### config.mk
export PLATFORM = sky130hd
export DESIGN_NAME = scir_regs
export DESIGN_NICKNAME = d
export VERILOG_FILES = /design/src/scir_pkg.sv /design/src/scir_id_if.sv /design/src/scir_id_rom.sv /design/src/scir_regs.sv
export SDC_FILE = /design/constraint.sdc
export NUM_CORES = 1
export LEC_CHECK = 0
export ABC_CLOCK_PERIOD_IN_PS = 1420
export BUFFER_PORTS_ARGS = -buffer_cell sky130_fd_sc_hd__buf_2
export CORE_ASPECT_RATIO = 0.5
export CORE_MARGIN = 2
export CORE_UTILIZATION = 33
export CTS_CLUSTER_DIAMETER = 30
export DETAILED_ROUTE_END_ITERATION = 8
export REMOVE_ABC_BUFFERS = 1
export SKIP_LAST_GASP = 1
export SYNTH_ARGS = -nofsm -noshare
export SYNTH_HDL_FRONTEND = slang
export SYNTH_HIERARCHICAL = 1
export SYNTH_SLANG_ARGS = --single-unit
### constraint.sdc
create_clock -name mclk_i -period 1.42 [get_ports mclk_i]
set_input_delay 0.213 -clock mclk_i [delete_from_list [all_inputs] [get_ports mclk_i]]
set_output_delay 0.213 -clock mclk_i [all_outputs]
set_load 0.005 [all_outputs]
### src/scir_pkg.sv
package scir_pkg;
   localparam logic [11:0] OFS_RESET_WIRE = 12'h000;
   localparam logic [11:0] OFS_SLEEP = 12'h002;
   localparam logic [11:0] OFS_PART_TYPE = 12'h003;
   localparam logic [11:0] OFS_PROD_HI = 12'h004;
   localparam logic [11:0] OFS_PROD_LO = 12'h005;
   localparam logic [11:0] OFS_SIL_REV = 12'h006;
   localparam logic [11:0] OFS_MAKER_HI = 12'h00C;
   localparam logic [11:0] OFS_MAKER_LO = 12'h00D;
   localparam int BIT_SOFT_RESET = 7;
   localparam int BIT_THREE_WIRE_DIS = 4;
   localparam int BIT_SLEEP = 0;
   localparam logic RST_THREE_WIRE_DIS = 1'b0;
   localparam logic RST_SLEEP = 1'b0;
   localparam logic [7:0] READ_ZERO = 8'h00;
   localparam int EVEN_IDX_MAX = 12;
   localparam int ODD_IDX_MAX = 13;
   // pin-function selector code meaning serial readback; value arbitrary
   localparam logic [2:0] PINFN_READBACK = 3'h6;
endpackage : scir_pkg

### src/scir_id_if.sv
`timescale 1ns/1ps
interface scir_id_if;
   logic [11:0] addr;
   logic [7:0] data;
   logic hit;
   modport rom (input addr, output data, output hit);
   modport user (output addr, input data, input hit);
endinterface : scir_id_if

### src/scir_id_rom.sv
`timescale 1ns/1ps
// fixed identification bytes; no write path exists at all
module scir_id_rom #(
   parameter logic [7:0] PART_TYPE = 8'hA1,
   parameter logic [15:0] PRODUCT = 16'hB2C3,
   parameter logic [7:0] SIL_REV = 8'hD4,
   parameter logic [15:0] MAKER = 16'hE5F6
) (
   scir_id_if.rom id
);
   always_comb begin
      id.hit = 1'b1;
      case (id.addr)
         scir_pkg::OFS_PART_TYPE: id.data = PART_TYPE;
         scir_pkg::OFS_PROD_HI: id.data = PRODUCT[15:8];
         scir_pkg::OFS_PROD_LO: id.data = PRODUCT[7:0];
         scir_pkg::OFS_SIL_REV: id.data = SIL_REV;
         scir_pkg::OFS_MAKER_HI: id.data = MAKER[15:8];
         scir_pkg::OFS_MAKER_LO: id.data = MAKER[7:0];
         default: begin
            id.data = scir_pkg::READ_ZERO;
            id.hit = 1'b0;
         end
      endcase
   end
endmodule : scir_id_rom

### src/scir_regs.sv
`timescale 1ns/1ps
module scir_regs #(
   parameter logic [7:0] PART_TYPE = 8'hA1, // arbitrary
   parameter logic [15:0] PRODUCT = 16'hB2C3, // arbitrary
   parameter logic [7:0] SIL_REV = 8'hD4, // arbitrary
   parameter logic [15:0] MAKER = 16'hE5F6 // arbitrary
) (
   // clock and reset
   input wire logic mclk_i,
   input wire logic rst_i,
   // register access from the serial interface
   input wire logic wr_i,
   input wire logic rd_i,
   input wire logic [11:0] addr_i,
   input wire logic [7:0] wdata_i,
   // pin-function selector held elsewhere in the map
   input wire logic [2:0] input_select0_pin_function_i,
   // results
   output logic [7:0] rdata_o,
   output logic rvalid_o,
   output logic soft_reset_o,
   output logic three_wire_en_o,
   output logic four_wire_en_o,
   output logic sleep_request_o
);
   typedef struct packed {
      logic soft_reset;
      logic three_wire_disable;
      logic three_wire_en;
      logic sleep_request;
      logic four_wire;
      logic [7:0] rdata;
      logic rvalid;
   } scir_state_t;

   scir_state_t state_reg;
   scir_state_t state_next;
   scir_id_if id_bus();

   scir_id_rom #(
      .PART_TYPE(PART_TYPE),
      .PRODUCT(PRODUCT),
      .SIL_REV(SIL_REV),
      .MAKER(MAKER)
   ) u_id (
      .id(id_bus)
   );

   assign id_bus.addr = addr_i;

   always_comb begin
      state_next = state_reg;
      state_next.soft_reset = 1'b0;
      state_next.rvalid = rd_i;
      if (wr_i) begin
         case (addr_i)
            scir_pkg::OFS_RESET_WIRE: begin
               state_next.soft_reset = wdata_i[scir_pkg::BIT_SOFT_RESET];
               state_next.three_wire_disable = wdata_i[scir_pkg::BIT_THREE_WIRE_DIS];
            end
            scir_pkg::OFS_SLEEP: state_next.sleep_request = wdata_i[scir_pkg::BIT_SLEEP];
            default: ; // id bytes and unmapped addresses drop writes
         endcase
      end
      // kept as its own flop so the pin comes straight from a register
      state_next.three_wire_en = ~state_next.three_wire_disable;
      // no per-output fields here, so even and odd index bounds stay unused
      // four-wire output follows the readback selector alone; three-wire enable is not masked by it
      state_next.four_wire = (input_select0_pin_function_i == scir_pkg::PINFN_READBACK);
      if (rd_i) begin
         case (addr_i)
            scir_pkg::OFS_RESET_WIRE: begin
               state_next.rdata = scir_pkg::READ_ZERO;
               state_next.rdata[scir_pkg::BIT_THREE_WIRE_DIS] = state_reg.three_wire_disable;
            end
            scir_pkg::OFS_SLEEP: begin
               state_next.rdata = scir_pkg::READ_ZERO;
               state_next.rdata[scir_pkg::BIT_SLEEP] = state_reg.sleep_request;
            end
            default: state_next.rdata = id_bus.data;
         endcase
      end
   end

   always_ff @(posedge mclk_i or posedge rst_i) begin
      if (rst_i) begin
         state_reg <= '0;
         state_reg.three_wire_disable <= scir_pkg::RST_THREE_WIRE_DIS;
         state_reg.three_wire_en <= ~scir_pkg::RST_THREE_WIRE_DIS;
         state_reg.sleep_request <= scir_pkg::RST_SLEEP;
      end else begin
         state_reg <= state_next;
      end
   end

   assign rdata_o = state_reg.rdata;
   assign rvalid_o = state_reg.rvalid;
   assign soft_reset_o = state_reg.soft_reset;
   assign three_wire_en_o = state_reg.three_wire_en;
   assign four_wire_en_o = state_reg.four_wire;
   assign sleep_request_o = state_reg.sleep_request;
endmodule : scir_regs

Word level (Yosys, flattened, before mapping)
Index checks and enable logic that the tools add are counted.
Storage, ports and cells
  input port bits: 27
  flip-flop bits (word level): 14
  output and inout bits: 13
Operators by class
  reduce and logical (&&, ||, !) cells: 2
  bitwise operators: 1
  multiplexer cells: 4
  equal/unequal tests: 8
Operators with widths (number)
  8-bit case mux with 6 select lines: 1
  12-bit by 3-bit equality test with 1-bit output, second input constant: 3
  12-bit by 2-bit equality test with 1-bit output, second input constant: 2
  12-bit by 4-bit equality test with 1-bit output, second input constant: 2
  8-bit case mux with 2 select lines: 1
  12-bit zero test: 1
  2-bit two-way mux: 2
  3-bit equality test, second input constant: 1
  2-bit AND reduction: 1
  1-bit inverter: 1

Logic depth before layout (Yosys ltp)
Gate-level depths: netlist of run 1.
  word-level depth: 4
  gate-level depth with buffers: 6

Hierarchy
The synthesis of run 1 kept the hierarchy.
Modules (own cells, without submodules)
  scir_regs: seq. area each 351.6 µm², cells each 70, area each 704.4 µm², times used 1
  scir_id_rom: seq. area each 0.0 µm², cells each 29, area each 193.9 µm², times used 1

Least setup slack after synthesis of run 1
No wires, ideal clock.
  kind: in2reg
  from: in addr_i[6]
  to: reg (tool-made name)
  library setup time: 0.125 ns
  required time: 1.295 ns
  arrival time: 1.535 ns
  cell stages on the path: 4
  path buffers: 1
  setup slack: -0.240 ns
  cell sequence: or4_4 -> buf_6 -> nor4_4 -> mux2_2
RTL lines
  start, declared: line scir_regs.sv:14  | input wire logic [11:0] addr_i,

Worst setup path after layout of run 1
  from: in addr_i[11]
  to: reg state_reg (netlist bit rdata_o[0])
Between the ends
  word-level cells in the longest chain between the ends: 3
  elaborated cells on any way between the ends: 10
  those cells by class: 7 x eq/ne; 2 x mux; 1 x reduce/logical
Ends and longest elaborated chain
  12-bit by 4-bit equality test with 1-bit output (tied with other cells)
  8-bit case mux with 6 select lines: line scir_id_rom.sv:13  | case (id.addr)
  8-bit case mux with 2 select lines (*): line scir_regs.sv:71  | case (addr_i)
  end signal, assigned: line scir_regs.sv:92  | state_reg <= state_next;
  end, declared: line scir_regs.sv:36  | scir_state_t state_reg;
Mark *: on every way between the ends. The rest lies on a longest branch, timed or not.
A chain may end at the register's enable or synchronous reset.

==> results, run 1 <==
- The standard-cell row count is 13.
- The placed instances occupy a cell area of 1120 µm².
- The critical path capture point is rdata_o[0].
- The critical path goes through buf_6, or4_4, or4_1, a31oi_1.
- Dividing the detail-routed wire length by the instance count gives 10.3 µm.
- The area share of the leading cell type in the synthesized netlist is 36.2%.
- In this run the power density over the cells is 765 nW/µm².
- The number of slew-limit violations in the final report came to 0.
- The number of storage elements in the synthesis netlist is 14.
- The reg-to-reg endpoint is rdata_o[4].
- The via count of the first global-routing pass was 638.
- The checks that failed: hold timing.
- The area of all placed cells without fillers is 1230 µm².
- 40 I/O pins were placed.
- For this design, the slowest cell found on the critical path is sky130_fd_sc_hd__or4_4.
- The routed layout has 757 vias.
- The first global-routing pass estimated 2850 µm of wire.
- For this run, the post-layout net count is 167.
- Setup repair after global routing could not meet its margin everywhere.
- The post-synthesis cell type count is 31.
- The clock net in this run drives a total of 14 sinks.
- Headroom to the max-slew limit came out at 65.5%.
- The internal reg-to-reg setup slack is 0.22 ns.
- The number of failing setup endpoints in the final timing report is 0.
- The Yosys step of the flow raised 6 warnings.
- The aggregate negative setup slack is 0 ns.
- The number of hold violations in the final report is 13.
- The area of the die is 3180 µm².
- Cells with a size suffix above 1 make up 48.2% of the layout.
- In the layout the commonest cells are 30 x sky130_fd_sc_hd__buf_2, 17 x sky130_fd_sc_hd__buf_4, 13 x sky130_fd_sc_hd__dfrtp_1.
- The core footprint is 2590 µm².
- IR analysis of the VDD net gives a maximum drop of 0.000305 V.
- The path class of the tightest hold or removal check is input pin to asynchronous set/reset pin.
- The number of antenna diodes in the final layout is 0.
- In the final layout, the multi-input gates occupy 428 µm².
- Compared with the post-synthesis result, the final layout area differs by 37.3%.
- The count of mapped cells out of synthesis is 99.
- A synthesized cell averages 9.07 µm².
- The tool flagged a number of max-cap violations equal to 0.
- The chip height is 40.9 µm.
- Registers take 352 µm².
- The worst setup path is of the input pin to flop kind.
- After detailed routing, the total wire length is 1810 µm.
- STA puts the critical path data required time at 1.59 ns.
- The CTS buffer count is 3.
- The summed instance area of the synthesized netlist is 898 µm².
- The number of antenna violations at the first check in global routing is 0.
- Ranked by total cell area, the synthesized netlist is headed by sky130_fd_sc_hd__dfrtp_1 36%, sky130_fd_sc_hd__buf_4 8.4%, sky130_fd_sc_hd__nor4_4 7.1%.
- The highest cell delay on the worst timing path is 0.57 ns.
- The die is 77.8 µm wide.
- The maximum clock path buffer count is 2.
- After synthesis, flip-flops and latches occupy 39.1% of the total area.
- The overall routing resource usage is 11.9%.
- For this configuration, the core starts out at a cell density of 34.7%.
- The maximum frequency from static timing analysis is 0.706 GHz.
- STA puts the critical path data arrival time at 1.58 ns.
- The number of DRC violations after detailed routing is 0.
- The remaining antenna violation count after routing is 0.
- At the end of routability-driven placement, the weighted congestion stood at 0.710.
- The time the final worst path needs with I/O delays and setup is 1.42 ns.
- Across all hold checks on the routed design, the worst slack comes to -0.00550 ns.
- The clock tree from TritonCTS is yes.
- In this run the number of H-tree levels came out at 1.
- The tree is rooted in a sky130_fd_sc_hd__clkbuf_8.
- The run finished, with violations left.
- After layout, the worst path uses 99.8% of the clock period.
- The endpoint class of the critical path is a flop.
- sky130_fd_sc_hd__dfrtp_1 takes more of the synthesized area than any other cell.
- For the worst flop-to-flop path, the logic depth is 3.
- For this block, the initial DRC count from the detailed router was 17.
- During placement, the flow inserted port buffers numbering 34.
- The clock transition at the registers of the reported paths is 0.06 ns.
- The library cell used most frequently in the layout, excluding fill and tap cells, is sky130_fd_sc_hd__buf_2.
- For this design the static power due to leakage is 0.575 nW.
- The maximum net fanout on the critical path is 5.
- The number of fill cells is 263.
- Global routing finished with a remaining overflow of 0.
- The clock latency of the later-clocked register in the worst-skew pair is 0.24 ns.
- The worst setup path is launched from an input pin.
- The largest net degree at the start of global routing is 18.
- Using the TritonRoute via totals, the vias-per-cell ratio works out to 4.30.
- The transition at the pin with the smallest max-transition slack is 0.517 ns.
- The clock tree skew after final layout is 0.00314 ns.
- The first detailed-routing pass took 2 iterations.
- The total half-perimeter wirelength after legalization and detailed placement is 1470 µm.
- Tracing the worst setup path back leads to its startpoint at addr_i[11].
[registers in the layout, indices dropped and copies added, names as in the netlist, named ones only]
signal / flops
four_wire_en_o: 1
rdata_o: 8
rvalid_o: 1
sleep_request_o: 1
soft_reset_o: 1
three_wire_en_o: 1
[through the flow]
step / setup slack (ns) / power (mW) / util (%) / cells / hold WS [ns]
2_1_floorplan: -0.269 / 0.467 / - / 84 / 0.102
3_3_place_gp: -0.363 / 0.560 / 43.5 / 170 / 0.273
3_5_place_dp: -0.385 / 0.564 / 43.5 / 170 / 0.284
4_1_cts: -0.000300 / 0.956 / 46.5 / 175 / 0.0220
5_1_grt: -0.0571 / 0.999 / 47.7 / 176 / 0.0446
6_report: 0.00262 / 0.943 / 47.7 / 176 / -0.00550
[repair_timing]
action                     4_1_cts  5_1_grt
gates resized for setup          3        4
buffers inserted                 1        1
pin swaps                        8        5
setup endpoints to repair        5        5
hold buffers                     0        0
[worst min path at each step]
stage	from	endpoint
finish	rst_i	rdata_o[1]
global placement	rst_i	soft_reset_o
CTS	rst_i	rdata_o[4]
detailed placement	rst_i	soft_reset_o
floorplan	rst_i	asynchronous set/reset pin
global route	rst_i	rvalid_o
[cell type report]
cell class | count | area share (%)
Multi-Input combinational cell | 62 | 34.7
Sequential cell | 14 | 28.5
Timing Repair Buffer | 51 | 26.2
Clock buffer | 4 | 4.46
Tap cell | 37 | 3.75
Inverter | 8 | 2.43
[worst max-delay path, delay by kind of cell]
kind	cells	cell delay, ns
AO/OA/AOI/OAI	1	0.17
buffers and inverters	1	0.09
AND/OR/NAND/NOR	2	1.10
[Yosys cell counts]
| cell | n |
|---|---|
| sky130_fd_sc_hd__o22ai_1 | 6 |
| sky130_fd_sc_hd__mux2_2 | 2 |
| sky130_fd_sc_hd__a31oi_1 | 3 |
| sky130_fd_sc_hd__nor2b_1 | 1 |
| sky130_fd_sc_hd__buf_1 | 1 |
| sky130_fd_sc_hd__xor2_1 | 2 |
| sky130_fd_sc_hd__dfrtp_1 | 13 |
| sky130_fd_sc_hd__inv_1 | 8 |
| sky130_fd_sc_hd__buf_6 | 1 |
| sky130_fd_sc_hd__or3_1 | 1 |
| sky130_fd_sc_hd__nor4_4 | 3 |
| sky130_fd_sc_hd__a21o_1 | 1 |
| sky130_fd_sc_hd__nand3b_1 | 1 |
| sky130_fd_sc_hd__and2_1 | 1 |
| sky130_fd_sc_hd__a21oi_1 | 4 |
| sky130_fd_sc_hd__o31ai_1 | 2 |
| sky130_fd_sc_hd__nand3_1 | 3 |
| sky130_fd_sc_hd__nand2_2 | 1 |
| sky130_fd_sc_hd__dfstp_2 | 1 |
| sky130_fd_sc_hd__nand2b_1 | 3 |
| sky130_fd_sc_hd__mux2i_1 | 1 |
| sky130_fd_sc_hd__nor2_1 | 9 |
| sky130_fd_sc_hd__or4_4 | 1 |
| sky130_fd_sc_hd__buf_2 | 1 |
| sky130_fd_sc_hd__or4_1 | 3 |
| sky130_fd_sc_hd__nor3_2 | 2 |
| sky130_fd_sc_hd__nor4_1 | 1 |
| sky130_fd_sc_hd__buf_4 | 10 |
| sky130_fd_sc_hd__clkbuf_1 | 2 |
| sky130_fd_sc_hd__conb_1 | 1 |
| sky130_fd_sc_hd__nand2_1 | 10 |
[power by group]
| group | total, mW | internal [mW] | switching [mW] |
|---|---|---|---|
| clock | 0.378 | 0.245 | 0.133 |
| sequential | 0.412 | 0.409 | 0.00327 |
| combinational | 0.153 | 0.0783 | 0.0751 |
| total | 0.943 | 0.732 | 0.211 |
[logic make-up (layout without fill, tap and decap cells)]
logic type	after synthesis	after routing	synth area share (%)
AND/OR/NAND/NOR	40	40	29.1
buffers and inverters	23	63	14.8
AO/OA/AOI/OAI	16	16	11.0
flip-flops	14	14	39.1
multiplexers	3	3	3.62
XOR/XNOR	2	2	1.95
other	1	1	0.417
[metal layers]
| metal | wire length, µm | global-route usage [%] | vias up |
|---|---|---|---|
| li1 | - | - | 407 |
| met3 | 90 | 2.64 | 0 |
| met2 | 807 | 21.1 | 23 |
| met4 | 0 | 4.46 | 0 |
| met1 | 909 | 15.0 | 327 |
| met5 | 0 | 0 | - |
(Power assumes the default switching activity.)
==> run 2, diff against run 1 <==
--- a/config.mk
+++ b/config.mk
@@ -8,7 +8,7 @@
 export ABC_CLOCK_PERIOD_IN_PS = 1420
 export BUFFER_PORTS_ARGS = -buffer_cell sky130_fd_sc_hd__buf_2
 export CORE_ASPECT_RATIO = 0.5
-export CORE_MARGIN = 2
+export CORE_MARGIN = 1
 export CORE_UTILIZATION = 33
 export CTS_CLUSTER_DIAMETER = 30
 export DETAILED_ROUTE_END_ITERATION = 8
==> run 2 against run 1 <==
  * Critical path depth stayed put
  * Total power is 0.90% higher
  * Fmax is 0.29% lower
  * Design area stayed put
  * Highest routed layer is now met4
  * Clock skew is 0.0029 ns lower
  * Sequential cell count stayed put
  * Combinational power hardly changed
  * Hold slack worse by 0.0051 ns
  * The run ends with hold timing, setup timing left
  * Sequential share of layout area stayed put
  * Largest cell class unchanged
  * Worst setup slack worse by 0.0041 ns
  * Die area is 7.3% lower
==> results, run 2 (synthesis gave the netlist of run 1 again) <==
- Leaving out fill and tap cells, the most frequent cell in the layout is sky130_fd_sc_hd__buf_2.
- The remaining antenna violation count after routing is 0 (unchanged).
- The clock transition at the registers of the reported paths is 0.06 ns (about the same).
- The relative area change from synthesis to final layout was 37.3% (unchanged).
- The number of failing setup endpoints in the final timing report is 1 (+1).
- The total area of multi-input combinational cells is 437 µm² (+2.0%).
- The cell sitting at the root of the clock tree is a sky130_fd_sc_hd__clkbuf_8.
- In this run the worst hold path is classified as input pin to asynchronous set/reset pin.
- The non-filler instance count after layout is 174 (-1.1%).
- The maximum frequency from static timing analysis is 0.703 GHz (-0.29%).
- The number of slew-limit violations in the final report is 0 (unchanged).
- The count of antenna diodes in the layout is 0 (unchanged).
- The average routed wire per standard cell is 10.6 µm (+3.7%).
- TritonCTS built the clock tree.
- The data required time of the critical path is 1.55 ns (-0.04 ns).
- Setup repair after global routing could not meet its margin everywhere.
- The core footprint is 2390 µm² (-7.7%).
- The clock tree skew after final layout was 0.000253 ns (-0.00288 ns).
- The chip height is 38.9 µm (-4.9%).
- The standard-cell row count is 12 (-1).
- The flip-flop and latch area is 352 µm² (unchanged).
- The time the final worst path needs with I/O delays and setup is 1.42 ns (+0.00415 ns).
- The total I/O pin count was 40 (unchanged).
- The core occupancy in the finished layout is 51.7% (+4.0 points).
- The total of hold buffers inserted after clock tree synthesis is 0 (unchanged).
- The largest net degree at the start of global routing was 18 (unchanged).
- The startpoint class of the critical path is an input pin.
- The share of layout cells above drive strength 1 is 48.2% (unchanged).
- The maximum net fanout on the critical path is 5 (unchanged).
- The worst ir drop on vdd is 0.000360 V (+18%).
- The starting utilization of the core area is 37.6% (+2.9 points).
- The number of search-and-repair iterations in the first detailed-routing pass is 5 (+3).
- The worst setup path is captured at a flop.
- The clock latency of the later-clocked register in the worst-skew pair is 0.24 ns (about the same).
- The wire length of the first global-routing pass is 3060 µm (+7.3%).
- The number of DRC violations after detailed routing came to 0 (unchanged).
- The final reports fail on hold timing, setup timing.
- The worst setup margin is -0.00152 ns (-0.00415 ns).
- The count of input and output buffers came to 34 (unchanged).
- The overall die width is 75.8 µm (-2.6%).
- The total of max-cap violations is 0 (unchanged).
- The last weighted congestion value of the routability-driven placer is 0.691 (-2.7%).
- The power density normalized to cell area is 772 nW/µm² (+0.90%).
- The transition at the pin with the smallest max-transition slack is 0.514 ns (-0.00334 ns).
- The CTS sink count is 14 (unchanged).
- The final hold slack is -0.0106 ns (-0.00511 ns).
- The overflow left after global routing is 0 (unchanged).
- The number of antenna violations at the first check in global routing was 0 (unchanged).
- The number of H-tree levels is 1 (unchanged).
- The number of instances in the placed design came to 169 (-0.59%).
- The post-detailed-route via-to-cell ratio is 4.39 (+2.0%).
- The violation count after the first detailed-route iteration is 36 (+19).
- The worst relative slew slack is 65.7% (+0.22 points).
- Leaving out fill and tap cells, the most frequent cells in the layout are 31 x sky130_fd_sc_hd__buf_2, 17 x sky130_fd_sc_hd__buf_4, 13 x sky130_fd_sc_hd__dfrtp_1.
- The leakage power total is 0.582 nW (+1.3%).
- The run finished, with violations left.
- The number of fill cells was 226 (-14%).
- The area of the die was 2950 µm² (-7.3%).
- The CTS buffer count is 3 (unchanged).
- The overall routing resource usage is 15.1% (+3.2 points).
- The aggregate routed wire length is 1850 µm (+2.5%).
- The portion of the clock cycle consumed by the worst path in the final layout came to 100% (+0.29 points).
- The flip-flop count of the largest register, all copies and words added is 8 (unchanged).
- The total half-perimeter wirelength after legalization and detailed placement is 1470 µm (-0.66%).
- The total via count in the routed design is 763 (+0.79%).
- The via count of the first global-routing pass is 692 (+8.5%).
- The critical setup path kind is input pin to flop.
- The maximum clock path buffer count is 2 (unchanged).
- The worst path arrival time is 1.55 ns (-0.03 ns).
- The number of nets in the finished design is 167 (unchanged).
- The number of hold violations in the final report came to 13 (unchanged).
[run 2: cell type report]
type	instances	share of cell area, %
timing repair buffer	51	25.7
clock buffer	4	4.46
inverter	8	2.43
tap	35	3.55
multi-input combinational	62	35.4
sequential	14	28.5
[run 2: worst paths after layout]
check / startpoint / endpoint / slack (ns) / depth (start not counted)
max: addr_i[3] / flop / -0.002 / 4
min in group mclk_i: input_select0_pin_function_i[0] / four_wire_en_o / 0.12 / 2
max reg2reg: sleep_request_o / rdata_o[0] / 0.24 / 3
min: rst_i / soft_reset_o / -0.01 / 2
min reg2reg: flop / three_wire_en_o / 0.46 / 1
max in group asynchronous: rst_i / three_wire_en_o / 1.07 / 2
[run 2: what timing repair did]
| action | CTS | global route |
|---|---|---|
| gates resized for setup | 4 | 3 |
| setup buffers | 0 | 1 |
| gates cloned | 0 | 0 |
| setup endpoints to repair | 10 | 5 |
| pin swaps | 2 | 6 |
[run 2: through the flow]
step / hold WS, ns / total power [mW] / TNS, ns / instance area [µm²] / worst slack (ns)
final: -0.0106 / 0.952 / -0.00152 / 1230 / -0.00152
after floorplan: 0.102 / 0.467 / -1.19 / 796 / -0.269
after global placement: 0.280 / 0.562 / -3.27 / 1130 / -0.364
after detailed placement: 0.273 / 0.564 / -3.43 / 1130 / -0.392
after global routing: 0.0294 / 1.01 / -0.138 / 1230 / -0.0449
after CTS: 0.00550 / 0.958 / -0.0110 / 1200 / -0.00687
[run 2: per-layer routing]
metal	up-vias	GRT usage, %	part of all wire, %
met1	329	18.7	52
met5	-	0	0
met4	0	5.56	0.54
met2	24	24.8	42
li1	408	-	-
met3	2	4.69	5.4
[run 2: worst max-delay path, stage by stage]
cell and delay, ns:
sky130_fd_sc_hd__buf_6 0.09, sky130_fd_sc_hd__or4_4 0.58, sky130_fd_sc_hd__nor4_4 0.34, sky130_fd_sc_hd__mux2_4 0.33
[run 2: report_power, final]
group | total (mW) | switching, mW | internal, mW
clock | 0.385 | 0.140 | 0.246
combinational | 0.154 | 0.0772 | 0.0769
sequential | 0.412 | 0.00363 | 0.409
total | 0.952 | 0.221 | 0.731
